## src/dcs_pkg.sv

```systemverilog
// Shared constants for the DDR device-side command sequencer
package dcs_pkg;
  // ---------------------------------------------------------------
  // Command encodings {cs_n, ras_n, cas_n, we_n}
  // ---------------------------------------------------------------
  localparam logic [3:0] CMD_MRS   = 4'h0;
  localparam logic [3:0] CMD_REF   = 4'h1;
  localparam logic [3:0] CMD_PRE   = 4'h2;
  localparam logic [3:0] CMD_ACT   = 4'h3;
  localparam logic [3:0] CMD_WRITE = 4'h4;
  localparam logic [3:0] CMD_READ  = 4'h5;
  localparam logic [3:0] CMD_BST   = 4'h6;
  // ---------------------------------------------------------------
  // Mode register fields (written by MRS with bank address 0)
  // ---------------------------------------------------------------
  localparam int          MR_BL_LSB   = 0;
  localparam int          MR_BT_BIT   = 3;
  localparam int          MR_CL_LSB   = 4;
  localparam int          AP_BIT      = 10;
  localparam logic [1:0]  MR_BANK     = 2'h0;
  localparam logic [2:0]  BL_CODE_2   = 3'h1;
  localparam logic [2:0]  BL_CODE_4   = 3'h2;
  localparam logic [2:0]  BL_CODE_8   = 3'h3;
  localparam logic [2:0]  BL_RESET    = 3'h2;
  localparam logic [2:0]  CL_RESET    = 3'h2;
  localparam logic [2:0]  CL_MIN      = 3'h2;
  localparam logic [2:0]  CL_MAX      = 3'h4;
  localparam logic [2:0]  BL_MASK_2   = 3'h1;
  localparam logic [2:0]  BL_MASK_4   = 3'h3;
  localparam logic [2:0]  BL_MASK_8   = 3'h7;
  localparam int          NUM_BANKS   = 4;
  localparam int          DQ_W        = 16;
  localparam int          ADDR_W      = 12;
  // ---------------------------------------------------------------
  // States
  // ---------------------------------------------------------------
  typedef enum logic [1:0] {
    PWR_RUN, PWR_PRECHARGE_PD, PWR_ACTIVE_PD, PWR_SELF_REFRESH
  } dcs_pwr_t;
  typedef enum logic [1:0] {
    BS_IDLE, BS_READ_WAIT, BS_READ, BS_WRITE
  } dcs_burst_t;
endpackage

```

## src/dcs_sequencer.sv

```systemverilog
// Device-side DDR command sequencer: banks, bursts, power modes
`timescale 1ns/1ps
`default_nettype none
// What this block does
// - Precharge cutting a length-4 write stops strobe and data sampling.
// - Precharge closes one bank if auto-precharge bit low, else all.
// - Power-down is precharge type if all idle, else active type.
// - Mask never driven; data and strobe driven only in read bursts, which row commands and auto refresh leave running.
// - Write without auto precharge leaves the row open.
// - A read may cut a write burst, even to another bank.
// - Length-4 read returns three more elements in programmed order.
module dcs_sequencer #(
  parameter int COL_W = 6               // Stored column bits per bank
) (
  input  wire logic                       ref_clk,      // Device clock
  input  wire logic                       rst_n,        // Async reset
  input  wire logic                       cke,          // Clock enable pin
  input  wire logic                       cs_n,         // Chip select
  input  wire logic                       ras_n,        // Row strobe
  input  wire logic                       cas_n,        // Column strobe
  input  wire logic                       we_n,         // Write enable
  input  wire logic [1:0]                 ba,           // Bank address
  input  wire logic [dcs_pkg::ADDR_W-1:0] addr,         // Row/col address
  input  wire logic                       lower_byte_write_mask, // Mask lo
  input  wire logic                       upper_byte_write_mask, // Mask hi
  input  wire logic [dcs_pkg::DQ_W-1:0]   dq_in,        // Data pin in
  output logic      [dcs_pkg::DQ_W-1:0]   dq_out,       // Data pin out
  output logic                            dq_oe,        // Data pin enable
  input  wire logic                       dqs_in,       // Strobe pin in
  output logic                            dqs_out,      // Strobe pin out
  output logic                            dqs_oe,       // Strobe enable
  output logic      [3:0]                 rows_open,    // Open-row flags
  output logic                            precharge_pd, // In precharge PD
  output logic                            active_pd,    // In active PD
  output logic                            self_refresh  // In self refresh
);
  localparam int MEM_W = 2 + COL_W;
  // Storage index needs the three burst bits; wider columns cost memory
  if (COL_W < 3 || COL_W > 10) begin : g_bad_col_w
    $error("dcs_sequencer: bad COL_W");
  end

  // ---------------------------------------------------------------
  // Command decode
  // ---------------------------------------------------------------
  logic [3:0] cmd;
  logic       ap_bit;
  assign cmd    = {cs_n, ras_n, cas_n, we_n};
  assign ap_bit = addr[dcs_pkg::AP_BIT];

  // ---------------------------------------------------------------
  // State
  // ---------------------------------------------------------------
  dcs_pkg::dcs_pwr_t   pwr_reg, pwr_next;
  dcs_pkg::dcs_burst_t bs_reg, bs_next;
  logic [2:0]       bl_code_reg, bl_code_next;
  logic             btype_reg, btype_next;
  logic [2:0]       cl_reg, cl_next;
  logic [3:0]       open_reg, open_next;
  logic [2:0]       cnt_reg, cnt_next;
  logic [2:0]       wait_reg, wait_next;
  logic [1:0]       bbank_reg, bbank_next;
  logic [COL_W-1:0] bcol_reg, bcol_next;
  logic             bap_reg, bap_next;
  logic             cke_prev_reg;
  logic [dcs_pkg::DQ_W-1:0] dq_out_reg, dq_out_next;
  logic             dq_oe_reg, dq_oe_next;
  logic             dqs_reg, dqs_next;

  logic [dcs_pkg::DQ_W-1:0] mem [0:(1<<MEM_W)-1];

  // ---------------------------------------------------------------
  // Burst addressing
  // ---------------------------------------------------------------
  logic [2:0]       len_mask;
  logic [2:0]       elem_col;
  logic [MEM_W-1:0] elem_addr;
  logic             last_elem;
  always_comb begin
    unique case (bl_code_reg)
      dcs_pkg::BL_CODE_2: len_mask = dcs_pkg::BL_MASK_2;
      dcs_pkg::BL_CODE_8: len_mask = dcs_pkg::BL_MASK_8;
      default:            len_mask = dcs_pkg::BL_MASK_4;
    endcase
  end
  dcs_burst_order u_order (
    .start_col  (bcol_reg[2:0]),
    .elem_idx   (cnt_reg),
    .len_mask   (len_mask),
    .interleave (btype_reg),
    .col_out    (elem_col)
  );
  assign elem_addr = {bbank_reg, bcol_reg[COL_W-1:3], elem_col};
  assign last_elem = (cnt_reg == len_mask);

  // ---------------------------------------------------------------
  // Next-state logic
  // ---------------------------------------------------------------
  logic mem_we;
  logic run_cmd;
  always_comb begin
    pwr_next     = pwr_reg;
    bs_next      = bs_reg;
    bl_code_next = bl_code_reg;
    btype_next   = btype_reg;
    cl_next      = cl_reg;
    open_next    = open_reg;
    cnt_next     = cnt_reg;
    wait_next    = wait_reg;
    bbank_next   = bbank_reg;
    bcol_next    = bcol_reg;
    bap_next     = bap_reg;
    dq_out_next  = dq_out_reg;
    dq_oe_next   = 1'b0;        // Pins float unless a read drives
    dqs_next     = 1'b0;
    mem_we       = 1'b0;
    run_cmd      = (pwr_reg == dcs_pkg::PWR_RUN) && cke_prev_reg && cke;

    // Burst engine first; a fresh command below overrides it
    unique case (bs_reg)
      dcs_pkg::BS_IDLE: ;
      dcs_pkg::BS_READ_WAIT: begin
        wait_next = wait_reg - 3'h1;
        if (wait_reg == 3'h1) begin
          bs_next  = dcs_pkg::BS_READ;
          cnt_next = 3'h0;
        end
      end
      dcs_pkg::BS_READ: begin
        dq_out_next = mem[elem_addr];
        dq_oe_next  = 1'b1;
        dqs_next    = ~cnt_reg[0];
        cnt_next    = cnt_reg + 3'h1;
        if (last_elem) begin
          bs_next = dcs_pkg::BS_IDLE;
          if (bap_reg) open_next[bbank_reg] = 1'b0;
        end
      end
      dcs_pkg::BS_WRITE: begin
        mem_we   = 1'b1;
        cnt_next = cnt_reg + 3'h1;
        if (last_elem) begin
          bs_next = dcs_pkg::BS_IDLE;
          // Row stays open unless auto precharge was asked for
          if (bap_reg) open_next[bbank_reg] = 1'b0;
        end
      end
    endcase

    if (run_cmd) begin
      unique case (cmd)
        dcs_pkg::CMD_MRS: begin
          if (ba == dcs_pkg::MR_BANK) begin
            bl_code_next = addr[dcs_pkg::MR_BL_LSB +: 3];
            btype_next   = addr[dcs_pkg::MR_BT_BIT];
            cl_next      = addr[dcs_pkg::MR_CL_LSB +: 3];
          end
        end
        dcs_pkg::CMD_ACT: open_next[ba] = 1'b1;
        dcs_pkg::CMD_READ, dcs_pkg::CMD_WRITE: begin
          // A new column command cuts any burst, any bank
          bbank_next = ba;
          bcol_next  = addr[COL_W-1:0];
          bap_next   = ap_bit;
          cnt_next   = 3'h0;
          if (cmd == dcs_pkg::CMD_WRITE) begin
            bs_next = dcs_pkg::BS_WRITE;
          end else begin
            bs_next   = dcs_pkg::BS_READ_WAIT;
            wait_next = cl_reg - 3'h1;
          end
        end
        dcs_pkg::CMD_BST: begin
          if (bs_reg != dcs_pkg::BS_WRITE) bs_next = dcs_pkg::BS_IDLE;
        end
        dcs_pkg::CMD_PRE: begin
          if (ap_bit) open_next = 4'h0;
          else        open_next[ba] = 1'b0;
          // Cut write: strobe and data are no longer sampled
          if (bs_reg == dcs_pkg::BS_WRITE) bs_next = dcs_pkg::BS_IDLE;
        end
        default: ;
      endcase
    end

    // Power modes follow the clock-enable pin
    unique case (pwr_reg)
      dcs_pkg::PWR_RUN: begin
        if (cke_prev_reg && !cke) begin
          if (cmd == dcs_pkg::CMD_REF) begin
            pwr_next = dcs_pkg::PWR_SELF_REFRESH;  // Banks idle
          end else if (open_next == 4'h0) begin
            pwr_next = dcs_pkg::PWR_PRECHARGE_PD;
          end else begin
            pwr_next = dcs_pkg::PWR_ACTIVE_PD;
          end
          // No column access may be running here
          bs_next    = dcs_pkg::BS_IDLE;
          // An aborted read must not keep the pins driven
          dq_oe_next = 1'b0;
          dqs_next   = 1'b0;
        end
      end
      dcs_pkg::PWR_PRECHARGE_PD, dcs_pkg::PWR_ACTIVE_PD,
      dcs_pkg::PWR_SELF_REFRESH: begin
        if (cke) pwr_next = dcs_pkg::PWR_RUN;
      end
    endcase
  end

  // ---------------------------------------------------------------
  // Registers
  // ---------------------------------------------------------------
  always_ff @(posedge ref_clk or negedge rst_n) begin
    if (!rst_n) begin
      pwr_reg      <= dcs_pkg::PWR_RUN;
      bs_reg       <= dcs_pkg::BS_IDLE;
      bl_code_reg  <= dcs_pkg::BL_RESET;
      btype_reg    <= 1'b0;
      cl_reg       <= dcs_pkg::CL_RESET;
      open_reg     <= 4'h0;
      cnt_reg      <= 3'h0;
      wait_reg     <= 3'h0;
      bbank_reg    <= 2'h0;
      bcol_reg     <= '0;
      bap_reg      <= 1'b0;
      cke_prev_reg <= 1'b0;
      dq_out_reg   <= '0;
      dq_oe_reg    <= 1'b0;
      dqs_reg      <= 1'b0;
    end else begin
      pwr_reg      <= pwr_next;
      bs_reg       <= bs_next;
      bl_code_reg  <= bl_code_next;
      btype_reg    <= btype_next;
      cl_reg       <= cl_next;
      open_reg     <= open_next;
      cnt_reg      <= cnt_next;
      wait_reg     <= wait_next;
      bbank_reg    <= bbank_next;
      bcol_reg     <= bcol_next;
      bap_reg      <= bap_next;
      cke_prev_reg <= cke;
      dq_out_reg   <= dq_out_next;
      dq_oe_reg    <= dq_oe_next;
      dqs_reg      <= dqs_next;
    end
  end

  // Storage has no reset; masked bytes keep their old contents
  always_ff @(posedge ref_clk) begin
    if (mem_we && !lower_byte_write_mask)
      mem[elem_addr][7:0] <= dq_in[7:0];
    if (mem_we && !upper_byte_write_mask)
      mem[elem_addr][15:8] <= dq_in[15:8];
  end

  // ---------------------------------------------------------------
  // Outputs
  // ---------------------------------------------------------------
  assign dq_out       = dq_out_reg;
  assign dq_oe        = dq_oe_reg;
  assign dqs_out      = dqs_reg;
  assign dqs_oe       = dq_oe_reg;
  assign rows_open    = open_reg;
  assign precharge_pd = (pwr_reg == dcs_pkg::PWR_PRECHARGE_PD);
  assign active_pd    = (pwr_reg == dcs_pkg::PWR_ACTIVE_PD);
  assign self_refresh = (pwr_reg == dcs_pkg::PWR_SELF_REFRESH);

  // Strobe input is accepted but data is taken on the clock in this model
  logic unused_dqs;
  assign unused_dqs = dqs_in;
endmodule // dcs_sequencer
`default_nettype wire

```

## src/dcs_burst_order.sv

```systemverilog
// Column offset of one burst element in sequential or interleaved order
`timescale 1ns/1ps
`default_nettype none
module dcs_burst_order (
  input  wire logic [2:0] start_col,  // Low column bits of the access
  input  wire logic [2:0] elem_idx,   // Element number within burst
  input  wire logic [2:0] len_mask,   // Burst length minus one
  input  wire logic       interleave, // 1 = interleaved order
  output logic      [2:0] col_out     // Low column bits of the element
);
  logic [2:0] wrap;
  always_comb begin
    wrap = interleave ? (start_col ^ elem_idx) : (start_col + elem_idx);
    // Only the bits inside the burst wrap; upper bits stay put
    col_out = (start_col & ~len_mask) | (wrap & len_mask);
  end
endmodule // dcs_burst_order
`default_nettype wire

```

## config.mk

```make
export PLATFORM = sky130hd
export DESIGN_NAME = dcs_sequencer
export DESIGN_NICKNAME = d
export VERILOG_FILES = /design/src/dcs_pkg.sv /design/src/dcs_sequencer.sv /design/src/dcs_burst_order.sv
export SDC_FILE = /design/constraint.sdc
export NUM_CORES = 2
export LEC_CHECK = 0
export BUFFER_PORTS_ARGS = -buffer_cell sky130_fd_sc_hd__buf_2
export CORE_ASPECT_RATIO = 1.4
export CORE_MARGIN = 3
export CORE_UTILIZATION = 50
export DETAILED_ROUTE_END_ITERATION = 10
export PLACE_DENSITY = 0.65
export SKIP_LAST_GASP = 1
export SYNTH_ARGS = -nofsm -noshare
export SYNTH_HDL_FRONTEND = slang
export SYNTH_SLANG_ARGS = --single-unit
```

## constraint.sdc

```tcl
create_clock -name ref_clk -period 4.8 [get_ports ref_clk]
set_input_delay 0.48 -clock ref_clk [delete_from_list [all_inputs] [get_ports ref_clk]]
set_output_delay 0.48 -clock ref_clk [all_outputs]
set_load 0.02 [all_outputs]
```

==> run summary <==
Setup crit end kind - register
CTS root buf - clkbuf_16
flops & latches, synth - 4145
CTS H-Tree Depth - 5
Finished Cell Area - 0.184 mm^2
Overall Global Routing Usage - 26.1%
worst path cell trace - ha_4, inv_1, fa_1, or3_1, a21oi_2, buf_4, xor2_4, buf_12, buf_4, mux4_2, mux2i_1, o22ai_1, nor4_1, o32ai_1
GPL Wtd Cong - 0.857
TritonCTS clock tree - done
Pwr Density - 556 mW/mm^2
DRC - 0
num rows - 244
Critical Path Most Common Cell - buf_4
number of port buffers - 60
Hold Vio Cnt, Final - 0
Final setup viols - 0
Max Freq - 0.212 GHz
total gr overflow - 0
Crit Path Class - reg2reg
Num CTS Buffers - 372
DP Area - 0.172 mm^2
area of the multi-input gates - 0.0336 mm^2
pins over their slew limit - 0
status - completed
Worst Path Max Fanout - 42
Tmin final - 4710 ps
slew margin rel. - 22.0%
Mapped Cells - 7410
EDFF count, synth - 4096
Post-Syn Area - 0.160 mm^2
Worst-path clk slew - 60 ps
worst slew pin tran - 1170 ps
Die Y - 675 um
die area - 0.326 mm^2
DR WL/cell - 33.2 um
fin crit share - 98.2%
CP top delay family - simple AND/OR/NAND/NOR gates
Core Area - 0.317 mm^2
Clock Latency Late Sink - 900 ps
Yosys top cell area share - 77.1%
Max Cap Viol - 0
initial antenna violation count - 20
CP max stage cell - nor4_1
layout cell share with drive strength beyond 1 - 30.2%
fill count - 22500
CTS sink count - 4145
Peak VDD IR - 0.419 mV
Routed Antenna Nets - 0
Net Count, Synth - 7457
Critical Path Source Type - register
WP data arrival - 5460 ps
Seq/Total Area, Yosys - 77.8%
required time worst endpoint - 5540 ps
register area - 0.124 mm^2
clk buf depth - 4
initial drt markers - 9529
Post-synth ARST share - 1.18%
first-pass GRT wire length - 611000 um
Pwr Total - 0.102 W
DRT Pass-1 Iters - 6
Starting Density - 50.4%
Largest register FFs - 4096
Leak - 58.3 nW
Worst Skew - 32.5 ps
dpl hpwl - 272000 um
area leader, netlist - edfxtp_1
top cells by count, synth - 4096 x edfxtp_1, 1043 x mux4_2, 566 x nor2_1, 309 x nand2_1, 200 x buf_2
Synth Area per Inst - 21.5 um^2
vias per cell - 6.26
Synth Warn # - 0
Bufs and invs on worst path - 4
dominant cells by area after synthesis - edfxtp_1 77%, mux4_2 15%, nor2_1 1.3%
most instantiated library cell after synthesis - edfxtp_1
final WL - 426000 um
ys flop type - edfxtp_1
Synth cell types - 62
largest net degree at the start of global routing - 157
I/O pin cnt - 66
vias in the first global route - 82900
HP Class - in2reg
vias post-DR - 80300
RSZ-0062 raised after global routing - false
Area Growth Syn to Fin - 15.0%
nets@finish - 8379
Die Width - 484 um
slowest stage delay, CP - 670 ps
[where the power goes]
| group | leakage (nW) | switching, W | internal [W] |
|---|---|---|---|
| clock network | 5.73 | 0.0128 | 0.0162 |
| logic | 15.1 | 0.0181 | 0.0147 |
| registers | 37.4 | 0.000395 | 0.0399 |
[through the flow]
| step | instances | setup WS [ps] | TNS (ps) | utilization (%) | hold WS (ps) |
|---|---|---|---|---|---|
| finish | 12800 | 88.4 | 0 | 58.0 | 89.9 |
| global route | 12800 | 20.5 | 0 | 58.0 | 62.8 |
| CTS | 12800 | 73.3 | 0 | 58.0 | 23.8 |
| detailed placement | 12100 | -183 | -183 | 54.2 | 305 |
| global placement | 12100 | -244 | -244 | 54.2 | 301 |
| floorplan | 7410 | 1260 | 0 | - | 184 |
[cell families after synthesis]
family                   synth area share (%)
multiplexers                             15.8
flip-flops                               77.8
adder cells (fa/ha/maj)                0.0596
AO/OA/AOI/OAI                            2.16
XOR/XNOR                               0.0321
buffers and inverters                    1.36
AND/OR/NAND/NOR                          2.79
[area by class of cell]
| type | instances | area share, % |
|---|---|---|
| flip-flops and latches | 4145 | 67.7 |
| well taps | 4182 | 2.85 |
| diodes | 13 | 0.0177 |
| clock buffers | 463 | 5.38 |
| repair buffers | 996 | 4.76 |
| multi-input cells | 2798 | 18.3 |
| inverters | 19 | 0.0389 |
| clock inverters | 207 | 0.978 |
[repair_timing]
action | 4_1_cts | 5_1_grt
hold buffers | 15 | 0
setup buffers | 0 | 1
hold endpoints to repair | 72 | 0
gates resized for setup | 1 | 2
setup endpoints to repair | 1 | 4
[path summary, 6_finish.rpt]
| check | from | to | slack [ps] | cells past startpoint |
|---|---|---|---|---|
| max | cnt_reg[0]$_DFF_PN0_ | dq_out[10]$_DFFE_PN0P_ | 90 | 14 |
| min | ras_n | pwr_reg[1]$_DFFE_PN0P_ | 90 | 4 |
| max reg2reg | cnt_reg[0]$_DFF_PN0_ | dq_out[10]$_DFFE_PN0P_ | 90 | 14 |
| min reg2reg | cl_reg[0]$_DFFE_PN0P_ | wait_reg[0]$_DFF_PN0_ | 460 | 1 |
| max in group asynchronous | rst_n | bcol_reg[3]$_DFFE_PN0P_ | 3920 | 3 |
| min in group asynchronous | rst_n | bbank_reg[0]$_DFFE_PN0P_ | 310 | 3 |
[placed cells by master, fill, tap and decap left out, types with 16 or more instances in the layout]
cell type,count
edfxtp_1,4096
mux4_2,1043
buf_4,822
nor2_1,550
clkbuf_16,379
nand2_1,298
a22oi_1,176
mux2i_1,154
a21oi_1,133
buf_12,99
clkinv_1,77
clkbuf_1,76
clkinv_2,75
o22ai_1,68
nand4_1,60
dfrtp_1,44
buf_2,44
bufinv_16,30
o21ai_0,29
nor4_1,27
clkbuf_8,24
o211ai_1,21
inv_1,19
nand3_1,19
nor3_1,16
[worst register-to-register path: stages (launching register included)]
cell	delay [ps]
dfrtp_1	480
ha_4	170
inv_1	40
fa_1	360
or3_1	400
a21oi_2	270
buf_4	210
xor2_4	400
buf_12	350
buf_4	360
mux4_2	300
mux2i_1	180
o22ai_1	210
nor4_1	670
o32ai_1	170
[metal layers]
layer | track usage (%) | up-vias | wire (um)
li1 | - | 32700 | -
met1 | 33.1 | 42800 | 152000
met2 | 43.9 | 3886 | 214000
met3 | 4.97 | 864 | 35300
met4 | 12.7 | 12 | 23900
met5 | 0 | - | 84
Power figures use the tool's default switching activity.
